### config.mk
export PLATFORM = sky130hd
export DESIGN_NAME = iscm_top
export DESIGN_NICKNAME = d
export VERILOG_FILES = /design/src/core/iscm_pkg.sv /design/src/core/iscm_top.sv
export SDC_FILE = /design/constraint.sdc
export NUM_CORES = 1
export LEC_CHECK = 0
export ABC_AREA = 1
export ABC_CLOCK_PERIOD_IN_PS = 1300
export BUFFER_PORTS_ARGS = -buffer_cell sky130_fd_sc_hd__buf_2
export CORE_MARGIN = 10
export CORE_UTILIZATION = 42
export CTS_CLUSTER_SIZE = 30
export DETAILED_ROUTE_END_ITERATION = 10
export PLACE_DENSITY_LB_ADDON = 0.08
export SLEW_MARGIN = 20
export SYNTH_ARGS = -nofsm -noshare
export SYNTH_HDL_FRONTEND = slang
export SYNTH_SLANG_ARGS = --single-unit
### constraint.sdc
create_clock -name clk -period 1.3 [get_ports clk]
set_input_delay 0.13 -clock clk [delete_from_list [all_inputs] [get_ports clk]]
set_output_delay 0.13 -clock clk [all_outputs]
set_load 0.005 [all_outputs]
### src/core/iscm_pkg.sv
// What this block does
// RULE_01 - Load, AND, OR, XOR on extended control block all interrupts three states.
// RULE_02 - Trace bit 7 set raises a trace exception after every executed instruction.
// RULE_03 - Extended control bits 6 to 3 always read one and reset to one.
// RULE_04 - Low three bits hold a writable mask level, resetting to seven.
// RULE_05 - Sense 00 requests an interrupt while line or alternate input is low.
// RULE_06 - Sense 01 requests an interrupt on each falling edge of either input.
// RULE_07 - Sense 10 requests an interrupt on each rising edge of either input.
// RULE_08 - Sense 11 requests an interrupt on both falling and rising edges.
// RULE_09 - Each upper line has its own writable high and low sense bits, reset zero.
// RULE_10 - Line 7 sits at bits 7:6 down to line 4 at bits 1:0.
package iscm_pkg;

  // Register byte offsets on the bus
  localparam logic [7:0] EXT_CTRL_OFS = 8'h00;
  localparam logic [7:0] SENSE_OFS = 8'h04;
  localparam logic [7:0] STATUS_OFS = 8'h08;
  localparam logic [7:0] MASK_OFS = 8'h0C;

  // Decoded register selectors
  localparam logic [2:0] SEL_EXT = 3'h0;
  localparam logic [2:0] SEL_SENSE = 3'h1;
  localparam logic [2:0] SEL_STATUS = 3'h2;
  localparam logic [2:0] SEL_MASK = 3'h3;
  localparam logic [2:0] SEL_NONE = 3'h4;

  // Extended control layout and reset values
  localparam int TRACE_POS = 7;
  localparam logic [7:0] EXT_RSVD_ONES = 8'h78;
  localparam logic TRACE_RST = 1'h0;
  localparam logic [2:0] LEVEL_RST = 3'h7;
  localparam logic [7:0] SENSE_RST = 8'h00;

  // Status layout: lines 4..7 at bits 0..3, trace at bit 4
  localparam int NUM_LINES = 4;
  localparam int STAT_W = 5;
  localparam int STAT_TRACE_POS = 4;
  localparam logic [STAT_W-1:0] STAT_RST = 5'h00;
  localparam logic [STAT_W-1:0] MASK_RST = 5'h00;

  // Interrupt blocking window after a control write, in states (cycles)
  localparam logic [1:0] BLOCK_STATES = 2'h3;

  // Bus responses
  localparam logic [1:0] RESP_OKAY = 2'h0;
  localparam logic [1:0] RESP_SLVERR = 2'h2;

  typedef enum logic [1:0] {
    SENSE_LOW = 2'h0,
    SENSE_FALL = 2'h1,
    SENSE_RISE = 2'h2,
    SENSE_BOTH = 2'h3
  } iscm_sense_t;

  typedef enum logic [2:0] {
    OP_LOAD = 3'h0,
    OP_STORE = 3'h1,
    OP_AND = 3'h2,
    OP_OR = 3'h3,
    OP_XOR = 3'h4
  } iscm_op_t;

  // Control-register instruction from the CPU core, plus retire strobe
  typedef struct packed {
    logic valid;
    iscm_op_t op;
    logic [7:0] operand;
    logic retired;
  } iscm_instr_t;

endpackage

### src/core/iscm_top.sv
// Implementation choices: the address map and register access over AXI4-Lite.
`timescale 1ns/1ps
`default_nettype none
module iscm_top #(
  parameter int ADDR_W = 8
) (
  input wire logic clk,
  input wire logic sys_rst,
  input wire logic [ADDR_W-1:0] awaddr,
  input wire logic awvalid,
  output logic awready,
  input wire logic [31:0] wdata,
  input wire logic [3:0] wstrb,
  input wire logic wvalid,
  output logic wready,
  output logic [1:0] bresp,
  output logic bvalid,
  input wire logic bready,
  input wire logic [ADDR_W-1:0] araddr,
  input wire logic arvalid,
  output logic arready,
  output logic [31:0] rdata,
  output logic [1:0] rresp,
  output logic rvalid,
  input wire logic rready,
  input wire iscm_pkg::iscm_instr_t instr,
  output logic [7:0] store_data,
  input wire logic [iscm_pkg::NUM_LINES-1:0] external_request_line,
  input wire logic [iscm_pkg::NUM_LINES-1:0] alternate_request_input,
  output logic [iscm_pkg::NUM_LINES-1:0] line_request,
  output logic irq_block,
  output logic trace_exception,
  output logic [2:0] mask_level,
  output logic irq
);
  import iscm_pkg::*;

  // Offsets are compared on 8 bits, so a narrower bus cannot reach them
  if (ADDR_W < 8 || ADDR_W > 32) begin : g_bad_addr_w
    $error("iscm_top: ADDR_W must be 8 to 32");
  end

  typedef enum logic [1:0] {
    W_IDLE = 2'b01,
    W_RESP = 2'b10
  } iscm_wr_state_t;

  typedef enum logic [1:0] {
    R_IDLE = 2'b01,
    R_DATA = 2'b10
  } iscm_rd_state_t;

  // Map a byte address onto a register selector
  function automatic logic [2:0] decode_sel(input logic [ADDR_W-1:0] addr);
    logic [2:0] sel;
    sel = SEL_NONE;
    // Shift keeps the test legal when the bus is exactly 8 bits wide
    if ((addr >> 8) == '0) begin
      case (addr[7:0])
        EXT_CTRL_OFS: sel = SEL_EXT;
        SENSE_OFS: sel = SEL_SENSE;
        STATUS_OFS: sel = SEL_STATUS;
        MASK_OFS: sel = SEL_MASK;
        default: sel = SEL_NONE;
      endcase
    end
    return sel;
  endfunction

  iscm_wr_state_t wr_state;
  iscm_rd_state_t rd_state;
  logic aw_got;
  logic w_got;
  logic [ADDR_W-1:0] wr_addr;
  logic [7:0] wr_byte;
  logic wr_lane0;
  logic do_write;
  logic [2:0] wr_sel;
  logic [2:0] rd_sel;

  logic trace_bit;
  logic [2:0] level;
  logic [7:0] sense;
  logic [STAT_W-1:0] status;
  logic [STAT_W-1:0] mask;
  logic [7:0] ext_value;
  logic [7:0] next_ext;
  logic ctl_write;
  logic [1:0] block_cnt;
  logic block_now;

  logic [2*NUM_LINES-1:0] pin_s1;
  logic [2*NUM_LINES-1:0] pin_s2;
  logic [2*NUM_LINES-1:0] pin_s3;
  logic [2*NUM_LINES-1:0] pin_f;
  logic [NUM_LINES-1:0] line_lvl;
  logic [NUM_LINES-1:0] line_prev;
  logic [NUM_LINES-1:0] line_event;

  // Reserved bits are not stored, they are forced high on every read
  assign ext_value = {trace_bit, 4'h0, level} | EXT_RSVD_ONES;
  assign store_data = ext_value;
  assign mask_level = level;

  // Bus handshake
  assign awready = (wr_state == W_IDLE) && !aw_got;
  assign wready = (wr_state == W_IDLE) && !w_got;
  assign bvalid = (wr_state == W_RESP);
  assign arready = (rd_state == R_IDLE);
  assign rvalid = (rd_state == R_DATA);
  assign do_write = (wr_state == W_IDLE) && aw_got && w_got;
  assign wr_sel = decode_sel(wr_addr);
  assign rd_sel = decode_sel(araddr);

  // Address and data may arrive in either order
  always_ff @(posedge clk) begin
    if (sys_rst) begin
      aw_got <= 1'b0;
      w_got <= 1'b0;
      wr_addr <= '0;
      wr_byte <= 8'h00;
      wr_lane0 <= 1'b0;
    end else begin
      if (awvalid && awready) begin
        aw_got <= 1'b1;
        wr_addr <= awaddr;
      end else if (do_write) begin
        aw_got <= 1'b0;
      end
      if (wvalid && wready) begin
        w_got <= 1'b1;
        wr_byte <= wdata[7:0];
        wr_lane0 <= wstrb[0];
      end else if (do_write) begin
        w_got <= 1'b0;
      end
    end
  end

  // Write response; unmapped addresses answer with an error
  always_ff @(posedge clk) begin
    if (sys_rst) begin
      wr_state <= W_IDLE;
      bresp <= RESP_OKAY;
    end else begin
      case (wr_state)
        W_IDLE: begin
          if (do_write) begin
            wr_state <= W_RESP;
            bresp <= (wr_sel == SEL_NONE) ? RESP_SLVERR : RESP_OKAY;
          end
        end
        W_RESP: begin
          if (bready) begin
            wr_state <= W_IDLE;
          end
        end
        default: wr_state <= W_IDLE;
      endcase
    end
  end

  // Read path, data captured when the address is taken
  always_ff @(posedge clk) begin
    if (sys_rst) begin
      rd_state <= R_IDLE;
      rdata <= 32'h00000000;
      rresp <= RESP_OKAY;
    end else begin
      case (rd_state)
        R_IDLE: begin
          if (arvalid) begin
            rd_state <= R_DATA;
            rresp <= RESP_OKAY;
            case (rd_sel)
              // RULE_03 reserved read ones
              SEL_EXT: rdata <= {24'h000000, ext_value};
              SEL_SENSE: rdata <= {24'h000000, sense};
              SEL_STATUS: rdata <= {27'h0000000, status};
              SEL_MASK: rdata <= {27'h0000000, mask};
              default: begin
                rdata <= 32'h00000000;
                rresp <= RESP_SLVERR;
              end
            endcase
          end
        end
        R_DATA: begin
          if (rready) begin
            rd_state <= R_IDLE;
          end
        end
        default: rd_state <= R_IDLE;
      endcase
    end
  end

  // Next extended control value; the CPU instruction wins over a bus write
  always_comb begin
    next_ext = ext_value;
    ctl_write = 1'b0;
    if (instr.valid) begin
      case (instr.op)
        OP_LOAD: begin
          next_ext = instr.operand;
          ctl_write = 1'b1;
        end
        OP_AND: begin
          next_ext = ext_value & instr.operand;
          ctl_write = 1'b1;
        end
        OP_OR: begin
          next_ext = ext_value | instr.operand;
          ctl_write = 1'b1;
        end
        OP_XOR: begin
          next_ext = ext_value ^ instr.operand;
          ctl_write = 1'b1;
        end
        default: next_ext = ext_value;
      endcase
    end else if (do_write && wr_lane0 && wr_sel == SEL_EXT) begin
      // A bus write behaves as a load
      next_ext = wr_byte;
      ctl_write = 1'b1;
    end
  end

  // RULE_02 trace flag storage
  // RULE_04 mask level storage
  always_ff @(posedge clk) begin
    if (sys_rst) begin
      trace_bit <= TRACE_RST;
      level <= LEVEL_RST;
    end else if (ctl_write) begin
      trace_bit <= next_ext[TRACE_POS];
      level <= next_ext[2:0];
    end
  end

  // RULE_01 three-state block window
  // Store does not qualify, so reading the register never delays interrupts
  always_ff @(posedge clk) begin
    if (sys_rst) begin
      block_cnt <= 2'h0;
    end else if (ctl_write) begin
      block_cnt <= BLOCK_STATES;
    end else if (block_cnt != 2'h0) begin
      block_cnt <= block_cnt - 2'h1;
    end
  end

  assign irq_block = (block_cnt != 2'h0);
  assign block_now = irq_block || ctl_write;

  // RULE_09 sense register write
  // RULE_10 line 7 in the top pair
  always_ff @(posedge clk) begin
    if (sys_rst) begin
      sense <= SENSE_RST;
    end else if (do_write && wr_lane0 && wr_sel == SEL_SENSE) begin
      sense <= wr_byte;
    end
  end

  // Interrupt mask register
  always_ff @(posedge clk) begin
    if (sys_rst) begin
      mask <= MASK_RST;
    end else if (do_write && wr_lane0 && wr_sel == SEL_MASK) begin
      mask <= wr_byte[STAT_W-1:0];
    end
  end

  // Pin synchronisers; a level counts once stages two and three agree
  always_ff @(posedge clk) begin
    if (sys_rst) begin
      pin_s1 <= 8'hFF;
      pin_s2 <= 8'hFF;
      pin_s3 <= 8'hFF;
      pin_f <= 8'hFF;
    end else begin
      pin_s1 <= {alternate_request_input, external_request_line};
      pin_s2 <= pin_s1;
      pin_s3 <= pin_s2;
      pin_f <= (pin_s2 ~^ pin_s3) & pin_s3 | ~(pin_s2 ~^ pin_s3) & pin_f;
    end
  end

  // Either input low pulls the line low
  assign line_lvl = pin_f[NUM_LINES-1:0] & pin_f[2*NUM_LINES-1:NUM_LINES];

  always_ff @(posedge clk) begin
    if (sys_rst) begin
      line_prev <= {NUM_LINES{1'b1}};
    end else begin
      line_prev <= line_lvl;
    end
  end

  // Per-line sense selection, field i at bits 2i+1:2i
  genvar gi;
  generate
    for (gi = 0; gi < NUM_LINES; gi++) begin : g_line
      iscm_sense_t mode;
      logic fall;
      logic rise;
      assign mode = iscm_sense_t'(sense[2*gi+1:2*gi]);
      assign fall = line_prev[gi] && !line_lvl[gi];
      assign rise = !line_prev[gi] && line_lvl[gi];
      always_comb begin
        case (mode)
          // RULE_05 low level
          SENSE_LOW: line_event[gi] = !line_lvl[gi];
          // RULE_06 falling edge
          SENSE_FALL: line_event[gi] = fall;
          // RULE_07 rising edge
          SENSE_RISE: line_event[gi] = rise;
          // RULE_08 both edges
          SENSE_BOTH: line_event[gi] = fall || rise;
          default: line_event[gi] = 1'b0;
        endcase
      end
    end
  endgenerate

  // RULE_01 requests held off in window
  always_ff @(posedge clk) begin
    if (sys_rst) begin
      line_request <= {NUM_LINES{1'b0}};
    end else begin
      line_request <= block_now ? {NUM_LINES{1'b0}} : line_event;
    end
  end

  // RULE_02 trace after each instruction
  always_ff @(posedge clk) begin
    if (sys_rst) begin
      trace_exception <= 1'b0;
    end else begin
      trace_exception <= instr.retired && trace_bit;
    end
  end

  // Sticky status; a new event wins over a write-one clear
  always_ff @(posedge clk) begin
    if (sys_rst) begin
      status <= STAT_RST;
    end else begin
      status <= (status & ~((do_write && wr_lane0 && wr_sel == SEL_STATUS) ? wr_byte[STAT_W-1:0] : 5'h00))
        | {instr.retired && trace_bit, line_event};
    end
  end

  // RULE_01 interrupt output gated
  always_ff @(posedge clk) begin
    if (sys_rst) begin
      irq <= 1'b0;
    end else begin
      irq <= (|(status & mask)) && !block_now;
    end
  end

endmodule
`default_nettype wire

==> results_dict.tcl, run 1 <==
set metrics [dict create \
    status "complete, but fails checks" \
    violations "negative setup slack" \
    drt-pass1-iter-count 4 \
    syn_inst 572 \
    synth_top_area_share_pct 44.62 \
    antenna_found_initial 0 \
    synth-async-reset-ratio_pct 0 \
    vias_per_cell 4.595 \
    holdPathStages 3 \
    cts_max_level 3 \
    end_kind "primary output" \
    avgSynthCellArea_um2 7.765 \
    whs_ns 0.02177 \
    hold_violations 0 \
    place_hpwl_mm 8.166 \
    antenna_left 0 \
    die_x_um 122.8 \
    synth.most_common_cell "nand2_1" \
    yosys.area.top_type "dfxtp_1" \
    syn_area_um2 4442 \
    cp.required_ns 1.17 \
    cp_common_cell "buf_6" \
    cts_tree "built" \
    numCtsBuffers 9 \
    startpoint_type "flip-flop" \
    placed_area_um2 5036 \
    design_area_um2 5590 \
    finClkSkew_ns 0.01100 \
    reg2reg_depth 9 \
    gp_congestion 0.8205 \
    synthTopCellsByArea "dfxtp_1, nand2_1, a21oi_1, buf_4, inv_1" \
    register_area_um2 1999 \
    netlist_top_cells_count "nand2_1, dfxtp_1, inv_1" \
    multiInputGateArea_um2 2105 \
    irDropWorstVdd_mv 0.5810 \
    path_max_fanout 3 \
    grt_pass1_wl_mm 17.02 \
    dp_worst_setup_slack_ns -0.09271 \
    period_minus_slack_ns 1.310 \
    synth_seq_cells 99 \
    hold_path_class "primary input to flip-flop" \
    power.total_mw 6.127 \
    die_h_um 122.8 \
    fin_nets 788 \
    root_buffer "clkbuf_8" \
    yosys_warnings 0 \
    slowest_delay_ns 0.33 \
    fp-row-count 37 \
    fin_util_pct 54.15 \
    core_um2 10320 \
    areaGrowthSynthToFinish_pct 25.86 \
    finalSetupTns_ns -0.01105 \
    rsz0062_at_grt "yes" \
    cap_violations 0 \
    max_freq_mhz 763.6 \
    critical_path_buf_inv_count 3 \
    synth_edf_count 0 \
    yosysSeqAreaShare_pct 44.62 \
    final_cells 832 \
    insertion_delay_ns 0.37 \
    start_util_pct 43.03 \
    critPathSlowestCell "dfxtp_2" \
    clock-sinks 99 \
    wl_per_cell_um 12.72 \
    crit_chain "inv_4 > nand2_4 > buf_6 > nor2_4 > buf_6" \
    setup_violations 2 \
    cp_top_family "flip-flops" \
    grt_pass1_vias 3732 \
    fillers 1011 \
    final_max_slew_viol_count 0 \
    path_class "flip-flop to primary output" \
    globalRouteOverflowTotal 0 \
    io_buffers 77 \
    synthDistinctLibCells 33 \
    grt_usage_pct 13.85 \
    drt_drc_violations_left 0 \
    dieArea_um2 15090 \
    fin_crit_sh_pct 100.7 \
    worstPathArrival_ns 1.18 \
    synth-main-ff-cell "dfxtp_1" \
    clkTransAtPathRegs_ns 0.09 \
    place.detailed.instances 798 \
    routed_wl_mm 10.59 \
    powerDensity_nw_per_um2 1096 \
    io_pins 139 \
    power.leakage_nw 2.539 \
    layout_setup_ws_ns -0.009508 \
    n_antenna_cell 0 \
    clock_path_buffers 2 \
    path_depth 5 \
    num_vias 3823 \
    layout-drive-gt1-share_pct 30.89 \
    grt_max_degree 22 \
    drtIter0Drc 143 \
]
## worst min-delay path, stage by stage
cell	delay [ns]
buf_2	0.07
o21ai_0	0.07
nor2_1	0.08
## cell families (layout without fill, tap and decap cells)
logic type / count (synthesis) / after routing / synth area share (%)
DFF: 99 / 99 / 44.62
adders and majority gates: 17 / 17 / 4.789
buffers and inverters: 123 / 219 / 13.89
AOI/OAI and AO/OA: 115 / 115 / 14.03
and+or+nand+nor: 215 / 215 / 22.31
other: 2 / 30 / 0.1691
xor gates and xnor gates: 1 / 1 / 0.1972
## what timing repair did
item,in CTS,in global routing
hold buffers,10,0
endpoints found under the hold margin,10,0
setup buffers,3,4
gates resized for setup,17,58
endpoints found under the setup margin,30,53
pin swaps,4,11
gates cloned,1,0
## layout make-up
cell class | count | area share (%)
multi-input cells | 378 | 37.65
clock buffers | 10 | 2.283
well taps | 136 | 3.044
clock inverters | 6 | 0.8729
repair inverters | 1 | 0.08953
repair buffers | 129 | 15.26
inverters | 73 | 5.036
flip-flops and latches | 99 | 35.77
## cell usage in the layout (no fill, tap or decap), types with 10 or more instances in the layout
cell,n
nand2_1,96
or2_2,24
a21oi_1,46
o21ai_0,38
dlygate4sd3_1,10
buf_2,76
buf_4,33
dfxtp_1,87
conb_1,30
dfxtp_2,11
nor2_1,33
nand3_1,30
inv_1,67
ha_1,16
## sequential cells by signal, summed over array words and instances, names as in the netlist, 2 cells and up, named ones only
register      cells
rdata             8
pin_s3            8
wr_addr           8
line_request      4
status            5
wr_state          2
sense             8
line_prev         4
mask_level        3
pin_s1            8
wr_byte           8
rd_state          2
mask              5
pin_s2            8
block_cnt         2
## routing by layer
metal	vias up	routed length [um]	track usage, %	share of wire, %
met5	-	0	0	0
met4	0	150	6.112	1.4
met3	12	864	3.214	8.2
met2	94	4668	22.02	44
met1	1705	4901	17.52	46
li1	2012	-	-	-
## report_power, final
group	internal (mW)	total [mW]	leakage, nW	switching (mW)
clock	0.720	1.81	0.0852	1.09
sequential	3.18	3.26	0.808	0.0874
combinational	0.496	1.06	1.65	0.561
total	4.39	6.13	2.54	1.74
## path summary, 6_finish.rpt
check                                 start         end  slack [ns]
worst max-delay path            wr_state[1]     awready       -0.01
worst min-delay path              awaddr[1]  wr_addr[1]        0.02
worst max register to register  wr_state[1]    sense[6]           0
worst min register to register    pin_s1[3]   pin_s2[3]        0.42
(Power assumes the default switching activity.)
==> run 2, diff against run 1 <==
--- a/config.mk
+++ b/config.mk
@@ -6,7 +6,7 @@
 export NUM_CORES = 1
 export LEC_CHECK = 0
 export ABC_AREA = 1
-export ABC_CLOCK_PERIOD_IN_PS = 1300
+export ABC_CLOCK_PERIOD_IN_PS = 1370
 export BUFFER_PORTS_ARGS = -buffer_cell sky130_fd_sc_hd__buf_2
 export CORE_MARGIN = 10
 export CORE_UTILIZATION = 42
==> constraint.sdc (replaced) <==
create_clock -name clk -period 1.37 [get_ports clk]
set_input_delay 0.137 -clock clk [delete_from_list [all_inputs] [get_ports clk]]
set_output_delay 0.137 -clock clk [all_outputs]
set_load 0.005 [all_outputs]
==> results_dict.tcl, run 2 (same netlist as run 1, synthesis figures left out) <==
set metrics [dict create \
    finClkSkew_ns 0.01106 \
    grt_pass1_wl_mm 16.97 \
    wl_per_cell_um 12.61 \
    drt_drc_violations_left 0 \
    crit_chain "nor2_4 > nand3_4 > nor2_4 > buf_4 > nand3_2 > clkinv_2 > o21ai_2 > a21oi_2" \
    period_minus_slack_ns 1.298 \
    antenna_found_initial 0 \
    cp.required_ns 1.67 \
    start_util_pct 43.03 \
    cts_tree "built" \
    drt-pass1-iter-count 5 \
    power.total_mw 5.721 \
    grt_usage_pct 13.80 \
    io_buffers 77 \
    fin_nets 777 \
    rsz0062_at_grt "yes" \
    path_class "flip-flop to flip-flop" \
    grt_pass1_vias 3692 \
    hold_violations 0 \
    startpoint_type "flip-flop" \
    worstPathArrival_ns 1.60 \
    cp_common_cell "nor2_4" \
    fin_crit_sh_pct 94.73 \
    areaGrowthSynthToFinish_pct 20.73 \
    io_pins 139 \
    layout_setup_ws_ns 0.07221 \
    cap_violations 0 \
    die_h_um 122.8 \
    clkTransAtPathRegs_ns 0.09 \
    fp-row-count 37 \
    die_x_um 122.8 \
    root_buffer "clkbuf_8" \
    clock_path_buffers 2 \
    insertion_delay_ns 0.37 \
    gp_congestion 0.8259 \
    final_max_slew_viol_count 0 \
    met1_length_mm 4.719 \
    dp_worst_setup_slack_ns -0.002067 \
    globalRouteOverflowTotal 0 \
    numCtsBuffers 9 \
    antenna_left 0 \
    power.leakage_nw 2.465 \
    fillers 1040 \
    core_um2 10320 \
    hold_path_class "primary input to flip-flop" \
    critPathSlowestCell "dfxtp_2" \
    irDropWorstVdd_mv 0.4326 \
    routed_wl_mm 10.35 \
    setup_violations 0 \
    path_max_fanout 8 \
    layout-drive-gt1-share_pct 26.57 \
    end_kind "flip-flop" \
    clock-sinks 99 \
    cts_max_level 3 \
    layout_commonest_cell "nand2_1" \
    place_hpwl_mm 8.108 \
    critical_path_buf_inv_count 2 \
    drtIter0Drc 147 \
    layout_common_cells "nand2_1, dfxtp_1, buf_2" \
    slowest_delay_ns 0.34 \
    grt_max_degree 22 \
    met3WireLength_um 928 \
    max_freq_mhz 770.5 \
    dr.max_layer_used "met4" \
    vias_per_cell 4.670 \
    num_vias 3834 \
    n_antenna_cell 0 \
    wl_met2_mm 4.580 \
    cp_top_family "simple AND/OR/NAND/NOR gates" \
    powerDensity_nw_per_um2 1067 \
    dieArea_um2 15090 \
    status "completed" \
]
==> run 2: worst register-to-register path, cell delays in order, from the launching register on <==
cell and delay (ns):
dfxtp_2 0.34, nor2_4 0.13, nand3_4 0.10, nor2_4 0.12, buf_4 0.11, nand3_2 0.11, clkinv_2 0.16, o21ai_2 0.07
a21oi_2 0.09
==> run 2: final timing paths <==
| check | from | end | slack [ns] | cells past startpoint |
|---|---|---|---|---|
| worst min-delay path | sys_rst | w_got | 0.02 | 2 |
| worst max register to register | wr_addr[6] | sense[7] | 0.07 | 8 |
| worst max-delay path | wr_addr[6] | sense[7] | 0.07 | 8 |
| worst min register to register | pin_s1[0] | pin_s2[0] | 0.42 | 1 |
==> run 2: final cells by class <==
cell class | count | area (um^2) | area share (%)
clock inverter | 7 | 57.56 | 1.073
tap | 136 | 170.2 | 3.173
multi-input combinational | 378 | 2011 | 37.49
timing repair buffer | 118 | 721.9 | 13.46
sequential | 99 | 1992 | 37.14
timing repair inverter | 1 | 5.005 | 0.09333
inverter | 73 | 281.5 | 5.250
clock buffer | 9 | 123.9 | 2.310
==> run 2: power breakdown <==
part / total (mW) / switching, mW / internal [mW]
Clock: 1.75 / 1.07 / 0.685
Combinational: 0.875 / 0.485 / 0.390
Sequential: 3.10 / 0.0816 / 3.01
==> run 2: repair_timing <==
item	CTS	global route
gates resized for setup	4	27
setup endpoints to repair	5	41
pin swaps	0	6
hold buffers	10	0
endpoints found under the hold margin	10	0
setup buffers	0	2
gates cloned	0	1
==> run 2: per-stage QoR <==
step	TNS [ns]	cell area [um^2]	hold slack (ns)	instances	util, %
final	0	5363	0.02067	821	51.95
after global placement	0	4979	0.3194	792	48.22
after detailed placement	-0.002420	4979	0.3211	792	48.22
after CTS	0	5268	0.01819	818	51.02
after floorplan	0	4547	0.2408	600	-
after global routing	-0.08815	5363	0.01460	821	51.95
==> run 2: routing by layer <==
layer  GRT usage (%)  vias to the layer above
met3           4.454                        9
met2           21.35                       91
met1           17.49                     1738
met4           5.302                        0
met5               0                        -
li1                -                     1996
